### src/rtl/mmp_cfg.svh
`ifndef MMP_CFG_SVH
`define MMP_CFG_SVH
// mode straps, sampled from three upper address lines at reset release
`define MODE_CODE_W        3
`define MODE_CODE_GPIO     3'h0
`define MODE_CODE_1284     3'h1
`define MODE_CODE_SHARED16 3'h4
`define MODE_CODE_FIFO     3'h5
`define CHAN_COUNT         4
`define CHAN_SEL_W         2
`define DATA_W             16
`define ADDR_W             17
`define RAM_WORDS          256
`define RAM_INDEX_W        8
`define FIFO_DEPTH         16
`define FIFO_PTR_W         4
`define FIFO_DATA_ADDR     17'h1fffe
`define FIFO_STAT_ADDR     17'h1fffc
// strobe high time in clk cycles: one 20 ns cycle at 50 MHz
`define STROBE_NS          20
`define CLK_MHZ            50
`define STROBE_CYCLES      ((`STROBE_NS * `CLK_MHZ + 999) / 1000)
`endif

### src/rtl/mmp_pkg.sv
`include "mmp_cfg.svh"
package mmp_pkg;
	typedef enum logic [1:0] {mode_gpio, mode_1284, mode_host} port_mode_e;
	typedef struct packed {
		logic	busy_n;
		logic	paper_error_n;
		logic	select_n;
		logic	fault_n;
		logic	ack_n;
	} peripheral_status_s;
	typedef struct packed {
		logic				is_write;
		logic	[`ADDR_W-1:0]	addr;
		logic	[`DATA_W-1:0]	data;
	} host_req_s;
endpackage : mmp_pkg

### src/rtl/multi_mode_port.sv
`timescale 1ns/1ps
`include "mmp_cfg.svh"
// Summary of operation
// - one mode only: gpio, 1284 or host
// - host mode reaches shared ram and fifo
// - mode strapped from address lines at reset
// - 1284 talks to one channel at once
// - one shared data bus to all transceivers
// - active-low output enable per channel
// - control strobe per channel loads control transceiver
// - at most one control strobe active
// - data strobe per channel, one at once
// - no data strobe while control strobe active
// - no control strobe while data strobe active
// - per-channel active-low acknowledge input
// - busy, paper error, select, fault inputs
// - dma cycles ignore address, fifo only
// - active-low done answers chip select
// - host data words are 16 bits
// - transceiver direction and enable outputs
module multi_mode_port
	import mmp_pkg::*;
(
	input	wire logic						clk,
	input	wire logic						reset_n,
	input	wire logic	[`MODE_CODE_W-1:0]	mode_strap,
	input	wire logic	[`CHAN_SEL_W-1:0]	chan_select,
	input	wire logic						ctrl_load,
	input	wire logic						data_load,
	input	wire logic						chan_drive,
	input	wire logic	[`DATA_W-1:0]		load_value,
	output	peripheral_status_s				chan_status,
	output	port_mode_e						port_mode,
	input	wire logic	[`DATA_W-1:0]		port_data_bus_in,
	output	logic	[`DATA_W-1:0]			port_data_bus_out,
	output	logic							port_data_bus_oe_n,
	output	logic	[`CHAN_COUNT-1:0]		channel_output_enable_n,
	output	logic	[`CHAN_COUNT-1:0]		channel_control_strobe,
	output	logic	[`CHAN_COUNT-1:0]		channel_data_strobe,
	input	wire logic	[`CHAN_COUNT-1:0]	peripheral_acknowledge_n,
	input	wire logic	[`CHAN_COUNT-1:0]	peripheral_busy_n,
	input	wire logic	[`CHAN_COUNT-1:0]	paper_error_n,
	input	wire logic	[`CHAN_COUNT-1:0]	peripheral_select_n,
	input	wire logic	[`CHAN_COUNT-1:0]	peripheral_fault_n,
	input	wire logic						host_chip_select_n,
	input	wire logic						host_read_write_n,
	input	wire logic	[`ADDR_W-1:0]		host_address,
	input	wire logic						host_dma_ack_n,
	output	logic							host_cycle_done_n,
	output	logic							transceiver_direction,
	output	logic							transceiver_enable_n
);
	////////////////////////////////////////////////////////////////////////////
	// reset leaves through two flops so no register sees a release mid-cycle
	logic	rst_meta;
	logic	rst_n;
	always_ff @(posedge clk or negedge reset_n) begin
		if (!reset_n) begin
			rst_meta <= 1'b0;
			rst_n <= 1'b0;
		end else begin
			rst_meta <= 1'b1;
			rst_n <= rst_meta;
		end
	end

	////////////////////////////////////////////////////////////////////////////
	// strap caught once, on the first clocked cycle after release
	// strap_taken keeps a later strap change from flipping the mode mid-run
	logic		strap_taken;
	port_mode_e	next_mode;
	wire		is_1284 = (port_mode == mode_1284);
	wire		is_host = (port_mode == mode_host);
	// limitation: the low two strap bits of a host code are not told apart
	wire		strap_host = mode_strap[`MODE_CODE_W-1];
	assign next_mode = (mode_strap == `MODE_CODE_1284) ? mode_1284 :
		(strap_host ? mode_host : mode_gpio);
	always_ff @(posedge clk or negedge rst_n) begin
		if (!rst_n) begin
			strap_taken <= 1'b0;
			port_mode <= mode_gpio;
		end else if (!strap_taken) begin
			strap_taken <= 1'b1;
			port_mode <= next_mode;
		end
	end

	////////////////////////////////////////////////////////////////////////////
	// 1284: one strobe pulse at a time on the selected channel
	typedef enum logic [1:0] {st_idle, st_ctrl, st_data} strobe_e;
	strobe_e			strobe_state;
	logic	[1:0]		strobe_count;
	logic	[`CHAN_SEL_W-1:0]	active_chan;
	logic	[`DATA_W-1:0]	load_latch;
	logic	[`CHAN_COUNT-1:0]	chan_onehot;
	wire				ctrl_go = is_1284 && ctrl_load;
	wire				data_go = is_1284 && data_load;
	wire				strobe_busy = (strobe_state != st_idle);
	always_ff @(posedge clk or negedge rst_n) begin
		if (!rst_n) begin
			strobe_state <= st_idle;
			strobe_count <= 2'h0;
			active_chan <= 2'h0;
			load_latch <= 16'h0000;
		end else begin
			case (strobe_state)
				st_idle: begin
					// control wins when both are asked in one cycle
					if (ctrl_go) begin
						strobe_state <= st_ctrl;
						active_chan <= chan_select;
						load_latch <= load_value;
						strobe_count <= 2'(`STROBE_CYCLES);
					end else if (data_go) begin
						strobe_state <= st_data;
						active_chan <= chan_select;
						load_latch <= load_value;
						strobe_count <= 2'(`STROBE_CYCLES);
					end else
						active_chan <= chan_select;
				end
				default: begin
					if (strobe_count <= 2'h1)
						strobe_state <= st_idle;
					else
						strobe_count <= strobe_count - 2'h1;
				end
			endcase
		end
	end

	genvar ch;
	generate
		for (ch = 0; ch < `CHAN_COUNT; ch++) begin : g_chan
			assign chan_onehot[ch] = (active_chan == 2'(ch));
		end
	endgenerate

	// only ever the single one-hot lane is driven: no two strobes overlap
	assign channel_control_strobe = (strobe_state == st_ctrl) ? chan_onehot :
		4'h0;
	assign channel_data_strobe = (strobe_state == st_data) ? chan_onehot :
		4'h0;
	// enable stays off during a strobe so the shared bus has a single driver
	assign channel_output_enable_n = (is_1284 && chan_drive && !strobe_busy) ?
		~chan_onehot : 4'hf;

	////////////////////////////////////////////////////////////////////////////
	// status of the selected channel; meaning is left to the phase logic
	// one cycle late: the pins pass a flop before anyone reads them
	always_ff @(posedge clk or negedge rst_n) begin
		if (!rst_n)
			chan_status <= '1;
		else if (is_1284) begin
			chan_status.ack_n <= peripheral_acknowledge_n[active_chan];
			chan_status.busy_n <= peripheral_busy_n[active_chan];
			chan_status.paper_error_n <= paper_error_n[active_chan];
			chan_status.select_n <= peripheral_select_n[active_chan];
			chan_status.fault_n <= peripheral_fault_n[active_chan];
		end else
			chan_status <= '1;
	end

	////////////////////////////////////////////////////////////////////////////
	// host: access taken on chip select fall, done held until it rises
	typedef enum logic [1:0] {hs_idle, hs_busy, hs_done} host_e;
	host_e			host_state;
	host_req_s		host_cmd;
	logic			host_dma;
	logic			host_req;
	logic	[`DATA_W-1:0]	host_rdata;
	// the request is captured whole at the first edge, so later wobble is harmless
	wire			host_sel = is_host && !host_chip_select_n;
	always_ff @(posedge clk or negedge rst_n) begin
		if (!rst_n) begin
			host_state <= hs_idle;
			host_cmd <= '0;
			host_dma <= 1'b0;
			host_req <= 1'b0;
		end else begin
			host_req <= 1'b0;
			case (host_state)
				hs_idle: if (host_sel) begin
					host_state <= hs_busy;
					host_req <= 1'b1;
					host_cmd.is_write <= !host_read_write_n;
					host_cmd.addr <= host_address;
					host_cmd.data <= port_data_bus_in;
					host_dma <= !host_dma_ack_n;
				end
				hs_busy: host_state <= hs_done;
				default: if (!host_sel)
					host_state <= hs_idle;
			endcase
		end
	end

	host_store u_store (
		.clk	(clk),
		.rst_n	(rst_n),
		.req	(host_req),
		.cmd	(host_cmd),
		.dma	(host_dma),
		.rdata	(host_rdata)
	);

	wire			host_done = (host_state == hs_done) && host_sel;
	wire			host_reading = host_sel && !host_cmd.is_write && (host_state != hs_idle);

	assign host_cycle_done_n = !host_done;
	// direction turns a cycle before the bus drives, so the buffer never fights the host
	assign transceiver_direction = !host_reading;
	assign transceiver_enable_n = !host_sel;

	////////////////////////////////////////////////////////////////////////////
	// one shared bus; active low enable, released in gpio mode
	wire			bus_drive_1284 = is_1284 && strobe_busy;
	wire			bus_drive_host = is_host && host_done && !host_cmd.is_write;
	assign port_data_bus_out = is_host ? host_rdata : load_latch;
	assign port_data_bus_oe_n = !(bus_drive_1284 || bus_drive_host);
endmodule : multi_mode_port

### src/rtl/host_store.sv
`timescale 1ns/1ps
`include "mmp_cfg.svh"
module host_store
	import mmp_pkg::*;
(
	input	wire logic			clk,
	input	wire logic			rst_n,
	input	wire logic			req,
	input	wire host_req_s		cmd,
	input	wire logic			dma,
	output	logic	[`DATA_W-1:0]	rdata
);
	// shared ram plus one fifo reachable through a single data address or any dma cycle
	logic	[`DATA_W-1:0]		ram [`RAM_WORDS];
	logic	[`DATA_W-1:0]		fifo [`FIFO_DEPTH];
	logic	[`FIFO_PTR_W-1:0]	wp;
	logic	[`FIFO_PTR_W-1:0]	rp;
	logic	[`FIFO_PTR_W:0]		cnt;
	wire						to_fifo = dma || (cmd.addr == `FIFO_DATA_ADDR);
	wire						to_stat = !dma && (cmd.addr == `FIFO_STAT_ADDR);
	wire						push = req && cmd.is_write && to_fifo && (cnt != 5'(`FIFO_DEPTH));
	wire						pop = req && !cmd.is_write && to_fifo && (cnt != 5'h00);
	wire	[`RAM_INDEX_W-1:0]	idx = cmd.addr[`RAM_INDEX_W-1:0];
	always_ff @(posedge clk) begin
		if (req && cmd.is_write && !to_fifo && !to_stat)
			ram[idx] <= cmd.data;
		if (push)
			fifo[wp] <= cmd.data;
	end
	always_ff @(posedge clk or negedge rst_n) begin
		if (!rst_n) begin
			wp <= 4'h0;
			rp <= 4'h0;
			cnt <= 5'h00;
			rdata <= 16'h0000;
		end else begin
			if (push)
				wp <= wp + 4'h1;
			if (pop)
				rp <= rp + 4'h1;
			cnt <= cnt + {4'h0, push} - {4'h0, pop};
			if (req && !cmd.is_write) begin
				if (to_fifo)
					rdata <= pop ? fifo[rp] : 16'h0000;
				else if (to_stat)
					rdata <= {11'h000, cnt};
				else
					rdata <= ram[idx];
			end
		end
	end
endmodule : host_store

### config.mk
export PLATFORM = sky130hd
export DESIGN_NAME = multi_mode_port
export DESIGN_NICKNAME = d
export VERILOG_FILES = /design/src/rtl/mmp_pkg.sv /design/src/rtl/multi_mode_port.sv /design/src/rtl/host_store.sv
export VERILOG_INCLUDE_DIRS = /design/src /design/src/rtl
export SDC_FILE = /design/constraint.sdc
export NUM_CORES = 2
export LEC_CHECK = 0
export BUFFER_PORTS_ARGS = -buffer_cell sky130_fd_sc_hd__buf_2
export CORE_UTILIZATION = 63
export DETAILED_ROUTE_END_ITERATION = 8
export PLACE_DENSITY = 0.79
export SLEW_MARGIN = 20
export SYNTH_ARGS = -nofsm -noshare
export SYNTH_HDL_FRONTEND = slang
export SYNTH_MEMORY_MAX_BITS = 65536
export SYNTH_SLANG_ARGS = --single-unit
### constraint.sdc
create_clock -name clk -period 3.9 [get_ports clk]
set_input_delay 0.585 -clock clk [delete_from_list [all_inputs] [get_ports clk]]
set_output_delay 0.585 -clock clk [all_outputs]
set_load 0.01 [all_outputs]
# Yosys cells after proc, flatten, opt, wreduce, memory -nomap -nowiden
# Memories as Yosys holds them, arrays and structs flattened.
# Cells that the tools add are included.
# totals
register_bits,99
ramBits,4352
input_bits,82
output_inout_bits,39
wordCells,136
memories,2
# op_classes
n_addsub,5
order_cmp,2
n_eq_ne,17
mux,39
bitwise,1
n_reduce_logical,47
# mem_list
name,depth,width,rd,rd_clocked_by_memory_dff,wr,line,rtl
u_store.ram,256,16,1,0,1,host_store.sv:14,logic [`DATA_W-1:0] ram [`RAM_WORDS];
u_store.fifo,16,16,1,0,1,host_store.sv:15,logic [`DATA_W-1:0] fifo [`FIFO_DEPTH];
# ops
cell,count
16-bit two-way mux,6
"17-bit equality test, second input constant",2
2-bit two-way mux,12
1-bit logical AND,20
1-bit logical NOT,12
4-bit two-way mux,3
1-bit two-way mux,11
1-bit binary-select mux with 2-bit select,5
"2-bit equality test, second input constant",5
2-bit AND reduction,5
"4-bit by 1-bit adder with 4-bit output, second input constant",2
"2-bit by 1-bit equality test with 1-bit output, second input constant",4
2-bit nonzero test,4
2-bit logical NOT,3
5-bit by 1-bit adder with 5-bit output,1
5-bit two-way mux,1
"5-bit != test, second input constant",1
5-bit nonzero test,1
5-bit by 1-bit subtractor with 5-bit output,1
4-bit NOT,1
2-bit case mux with 2 select lines,1
"3-bit by 1-bit equality test with 1-bit output, second input constant",1
"2-bit by 3-bit less-than comparator with 1-bit output, second input constant",1
"3-bit by 1-bit != test with 1-bit output, second input constant",1
other kinds (6),7

# Depth between registers and ports, before layout
# logic_depth
depth_word,7
mapped_depth,17

# Modules after synthesis
# A second synthesis with hierarchy kept.
# hier_totals
hier_cells,7459
area_unflattened_um2,171513.2
# modules_own_cells
mod,instances,cells_per_inst,area_each_um2
host_store,1,7242,168237.6
multi_mode_port,1,217,3275.6

# Least setup slack after synthesis
# Ideal clock, no wire load.
# synth_timing
kind,flip-flop to flip-flop
start,register host_cmd[0] (netlist name)
end,memory u_store.fifo[0][0] (netlist name) (data pin)
arrival_ns,3.363
slack_ns,-0.304
path_stages_with_launch,1
n_path_buf,0
cell_sequence,dfrtp_1
# synth_lines
element,line,rtl
start: declaration,multi_mode_port.sv:168,host_req_s host_cmd;
end: declaration,host_store.sv:15,
# No word-level cell before the write port.

# Worst setup path in the final report
# layout_timing
start,register host_cmd[17] (netlist name)
end,register u_store.rdata[6]
# layout_between
elab_chain_len,6
word_cells_on_any_way,10
cone_classes,eq/ne (2); mux (3); reduce/logical (4); memory (1)
# layout_rtl
element,line,rtl
branches (longest 5 deep; another with memory read 256 x 16 bit),n/a,
16-bit two-way mux *,host_store.sv:43,if (to_fifo)
end signal: assignment,host_store.sv:44,rdata <= pop ? fifo[rp] : 16'h0000;
end signal: assignment,host_store.sv:46,"rdata <= {11'h000, cnt};"
end signal: assignment,host_store.sv:48,rdata <= ram[idx];
end: declaration,host_store.sv:11,output logic [`DATA_W-1:0] rdata
# Mark *: on every way between the ends.
# A chain may end at the register's enable or synchronous reset.

==> results.tsv <==
stage	metric	value	unit
synthesis	#FFs+latches synth	4451	
timing	worst-margin pin slew	1.306	ns
cells_and_area	# fillers	13740	
run	Max Cap Violations	0	
clocking	CTS tree	built	
worst_hold_path	Hold Path Cell Cnt	3	
synthesis	Post-synth EDFFs	4352	
floorplanning	Initial Util	63.41	%
worst_setup_path	CP endpoint kind	flop	
route	drt total wl	526600	um
worst_hold_path	hold path startpoint	peripheral_select_n[2]	
floorplanning	IO Count	121	
cells_and_area	Final nets	8908	
timing	Final Skew	0.08048	ns
synthesis	largest cells by area after synthesis	edfxtp_1, mux4_2, mux2i_1	
place	DP HPWL	304500	um
power	internal power	92840	uW
worst_setup_path	Critical Path RT	4.75	ns
timing	final worst hold slack	0.03909	ns
synthesis	area leader, netlist	edfxtp_1	
power	clock network fraction of total power	30.5	%
timing	unrepaired setup endpoints after global routing	false	
cells_and_area	Post-Layout Cell Count	12780	
cells_and_area	fraction of layout cells with a size suffix above 1	31.21	%
route	Routed Antenna Nets	0	
global_route	vias in the first global route	94360	
global_route	largest net degree at the start of global routing	168	
timing	TNS Setup	-2.507	ns
worst_setup_path	Reg-to-Reg End	u_store.rdata[6]	
floorplanning	CORE AREA	0.2712	mm2
timing	Tcrit/Tclk final	104.3	%
timing	Slew HR	12.02	%
clocking	htree depth	5	
status	failing checks	DRC, setup timing	
place	Placed Cells	11890	
worst_hold_path	worst min-delay path category	input port to flop	
clocking	register clock-pin slew on the reported worst setup and hold paths	0.07	ns
power	Seq pwr share	43.9	%
worst_setup_path	CP Max Fanout	30	
worst_setup_path	Slowest Stage Delay on Critical Path	0.83	ns
route	DR vias/cell	7.516	
synthesis	Main synth FF type	edfxtp_1	
power	ratio of total power to cell area	681.0	mW/mm2
synthesis	Syn Inst Count	7798	
synthesis	Yosys warning count	0	
place	RePlAce Congestion	1.058	
floorplanning	Die Span Y	524.5	um
timing	Pins Over Slew Limit	0	
worst_setup_path	Critical path origin	host_cmd[17]	
cells_and_area	multi-input combinational cell area	0.03646	mm2
global_route	Tot GR Track Use	38.26	%
floorplanning	Site Rows	191	
global_route	grt total ovfl	0	
timing	Final Hold Fails	0	
cells_and_area	Area growth syn-to-layout	15.31	%
clocking	clock latency at the later pin of the worst-skew pair	1.01	ns
clocking	CTS root buf	clkbuf_16	
place	IO Port Bufs	120	
timing	fmax	245.8	MHz
worst_setup_path	Crit Reg-Reg Startpoint	host_cmd[17]	
clocking	clk sinks	4451	
synthesis	Mean Syn Cell Area	22.06	um2
timing	Final WS setup	-0.1691	ns
synthesis	Yosys cell types	81	
worst_setup_path	r2r worst-path depth	8	
worst_setup_path	Startpoint Class	flop	
status	status	finished with violations	
clocking	clk buf depth	4	
worst_setup_path	critical path's slowest cell	mux2i_1	
synthesis	post-synthesis async set-or-reset flop share	2.224	%
power	Logic pwr share	25.6	%
route	vias after detailed routing	96030	
worst_setup_path	critical path, cell by cell	buf_12 > mux4_2 > mux2i_1 > o32ai_1 > nor4_4 > nand4_1 > o41ai_1 > a21oi_1	
global_route	initial antenna violation count	37	
worst_setup_path	Setup crit end	u_store.rdata[6]	
worst_setup_path	r2r setup slk	-0.17	ns
floorplanning	die footprint	0.2751	mm2
place	Setup WS pre-CTS	-0.1430	ns
synthesis	sequential area share after synthesis	77.43	%
worst_setup_path	arrival time worst endpoint	4.92	ns
synthesis	Post-Syn Area	0.1720	mm2
power	Net Switching	42220	uW
floorplanning	die width	524.5	um
route	DRC Markers	1	
clocking	number of buffers created by CTS	420	
global_route	first-pass GRT wire length	727800	um
worst_setup_path	CP Class	flop to flop	
synthesis	top-area cell type share of the netlist area	75.98	%
cells_and_area	commonest non-fill, non-tap cell in the layout	edfxtp_1	
timing	Setup Viol. Count Final	23	
route	DRT iter0 DRCs	17820	
power	Leakage Power	0.06410	uW
route	DRT Pass-1 Iters	9	
power	switching share of power	31.26	%
power	peak supply drop	0.7149	mV
cells_and_area	FF+latch area	0.1333	mm2
route	routed len/inst	41.21	um
cells_and_area	commonest non-fill, non-tap cells in the layout	edfxtp_1, mux4_2, buf_4, clkbuf_16, nand2_1	
timing	Final min period	4.069	ns
==> cell usage after synthesis (25+ instances only) <==
cell,n
nor3_1,47
edfxtp_1,4352
a22oi_1,56
mux2_2,58
mux4_2,1111
a32oi_1,34
nor2b_1,26
mux2i_1,264
buf_1,25
dfrtp_1,94
buf_2,122
nor2_1,348
clkbuf_1,129
a31oi_1,29
buf_6,45
a21oi_1,48
nand4_1,25
buf_4,105
nand2_1,352
o22ai_1,98
nand3_1,74
o21ai_0,50
==> power groups by stage <==
stage / registers (uW) / clock network (uW) / logic, uW
2_1_floorplan: 61300 / 0 / 16900
3_3_place_gp: 60100 / 0 / 31500
3_5_place_dp: 60300 / 0 / 32200
4_1_cts: 59300 / 41100 / 33000
5_1_grt: 59300 / 42800 / 34600
6_report: 59300 / 41200 / 34600
==> worst min path at each step <==
stage	endpoint	slack, ns
2_1_floorplan	rst_meta	0.29
3_3_place_gp	rst_n	0.34
3_5_place_dp	rst_n	0.34
4_1_cts	chan_status[2]	0.01
5_1_grt	chan_status[2]	0.03
6_report	chan_status[2]	0.04
==> per-layer routing <==
layer	routed length (um)	global-route usage (%)
met5	305	0.6926
met4	46340	26.07
met3	79110	13.34
met2	237300	57.14
met1	163500	47.58
==> logic make-up (layout without fill, tap and decap cells) <==
group | Yosys count | after routing | synth area share (%)
buffers and inverters | 454 | 1822 | 1.563
AO/OA/AOI/OAI | 450 | 450 | 1.832
XOR/XNOR | 11 | 11 | 0.05601
multiplexers | 1433 | 1433 | 16.46
other | 1 | 42 | 0.002180
adder cells (fa/ha/maj) | 13 | 13 | 0.09893
AND/OR/NAND/NOR | 985 | 985 | 2.557
flip-flops | 4451 | 4451 | 77.43
==> critical path, delay by kind of cell (launching register included) <==
kind            cells  cell delay [ns]
compound gates      3             0.84
buf+inv             1             0.30
flops               1             0.63
mux                 2             1.38
simple gates        2             0.72
==> stage by stage <==
step                      cell area [um2]  util (%)  total power [uW]
after CTS                          198100     73.05            133400
after floorplan                    172000         -             78150
after detailed placement           183800     67.76             92490
after global placement             183800     67.76             91580
after global routing               198300     73.09            136700
final                              198300     73.12            135100
==> final cells by class <==
class,count,area share [%]
tap,3570,2.252
clock buffer,501,5.490
antenna,40,0.05047
clock inverter,275,1.399
sequential,4451,67.19
timing repair buffer,1028,5.198
inverter,18,0.03848
multi-input combinational,2894,18.38
==> timing repair <==
action / CTS / global route
cloned: 0 / 0
hold endpoints to repair: 63 / 0
setup endpoints to repair: 3 / 7
hold buffers: 66 / 0
setup buffers: 0 / 4
gates resized for setup: 4 / 3
==> registers in the layout (all words and copies together), names as in the netlist, 4 cells and up <==
register       cells
load_latch        16
chan_status        5
u_store.cnt        5
host_cmd          34
u_store.rp         4
u_store.wp         4
u_store.ram     4096
u_store.fifo     256
u_store.rdata     16
No activity file was read; power rests on OpenSTA's default activity.
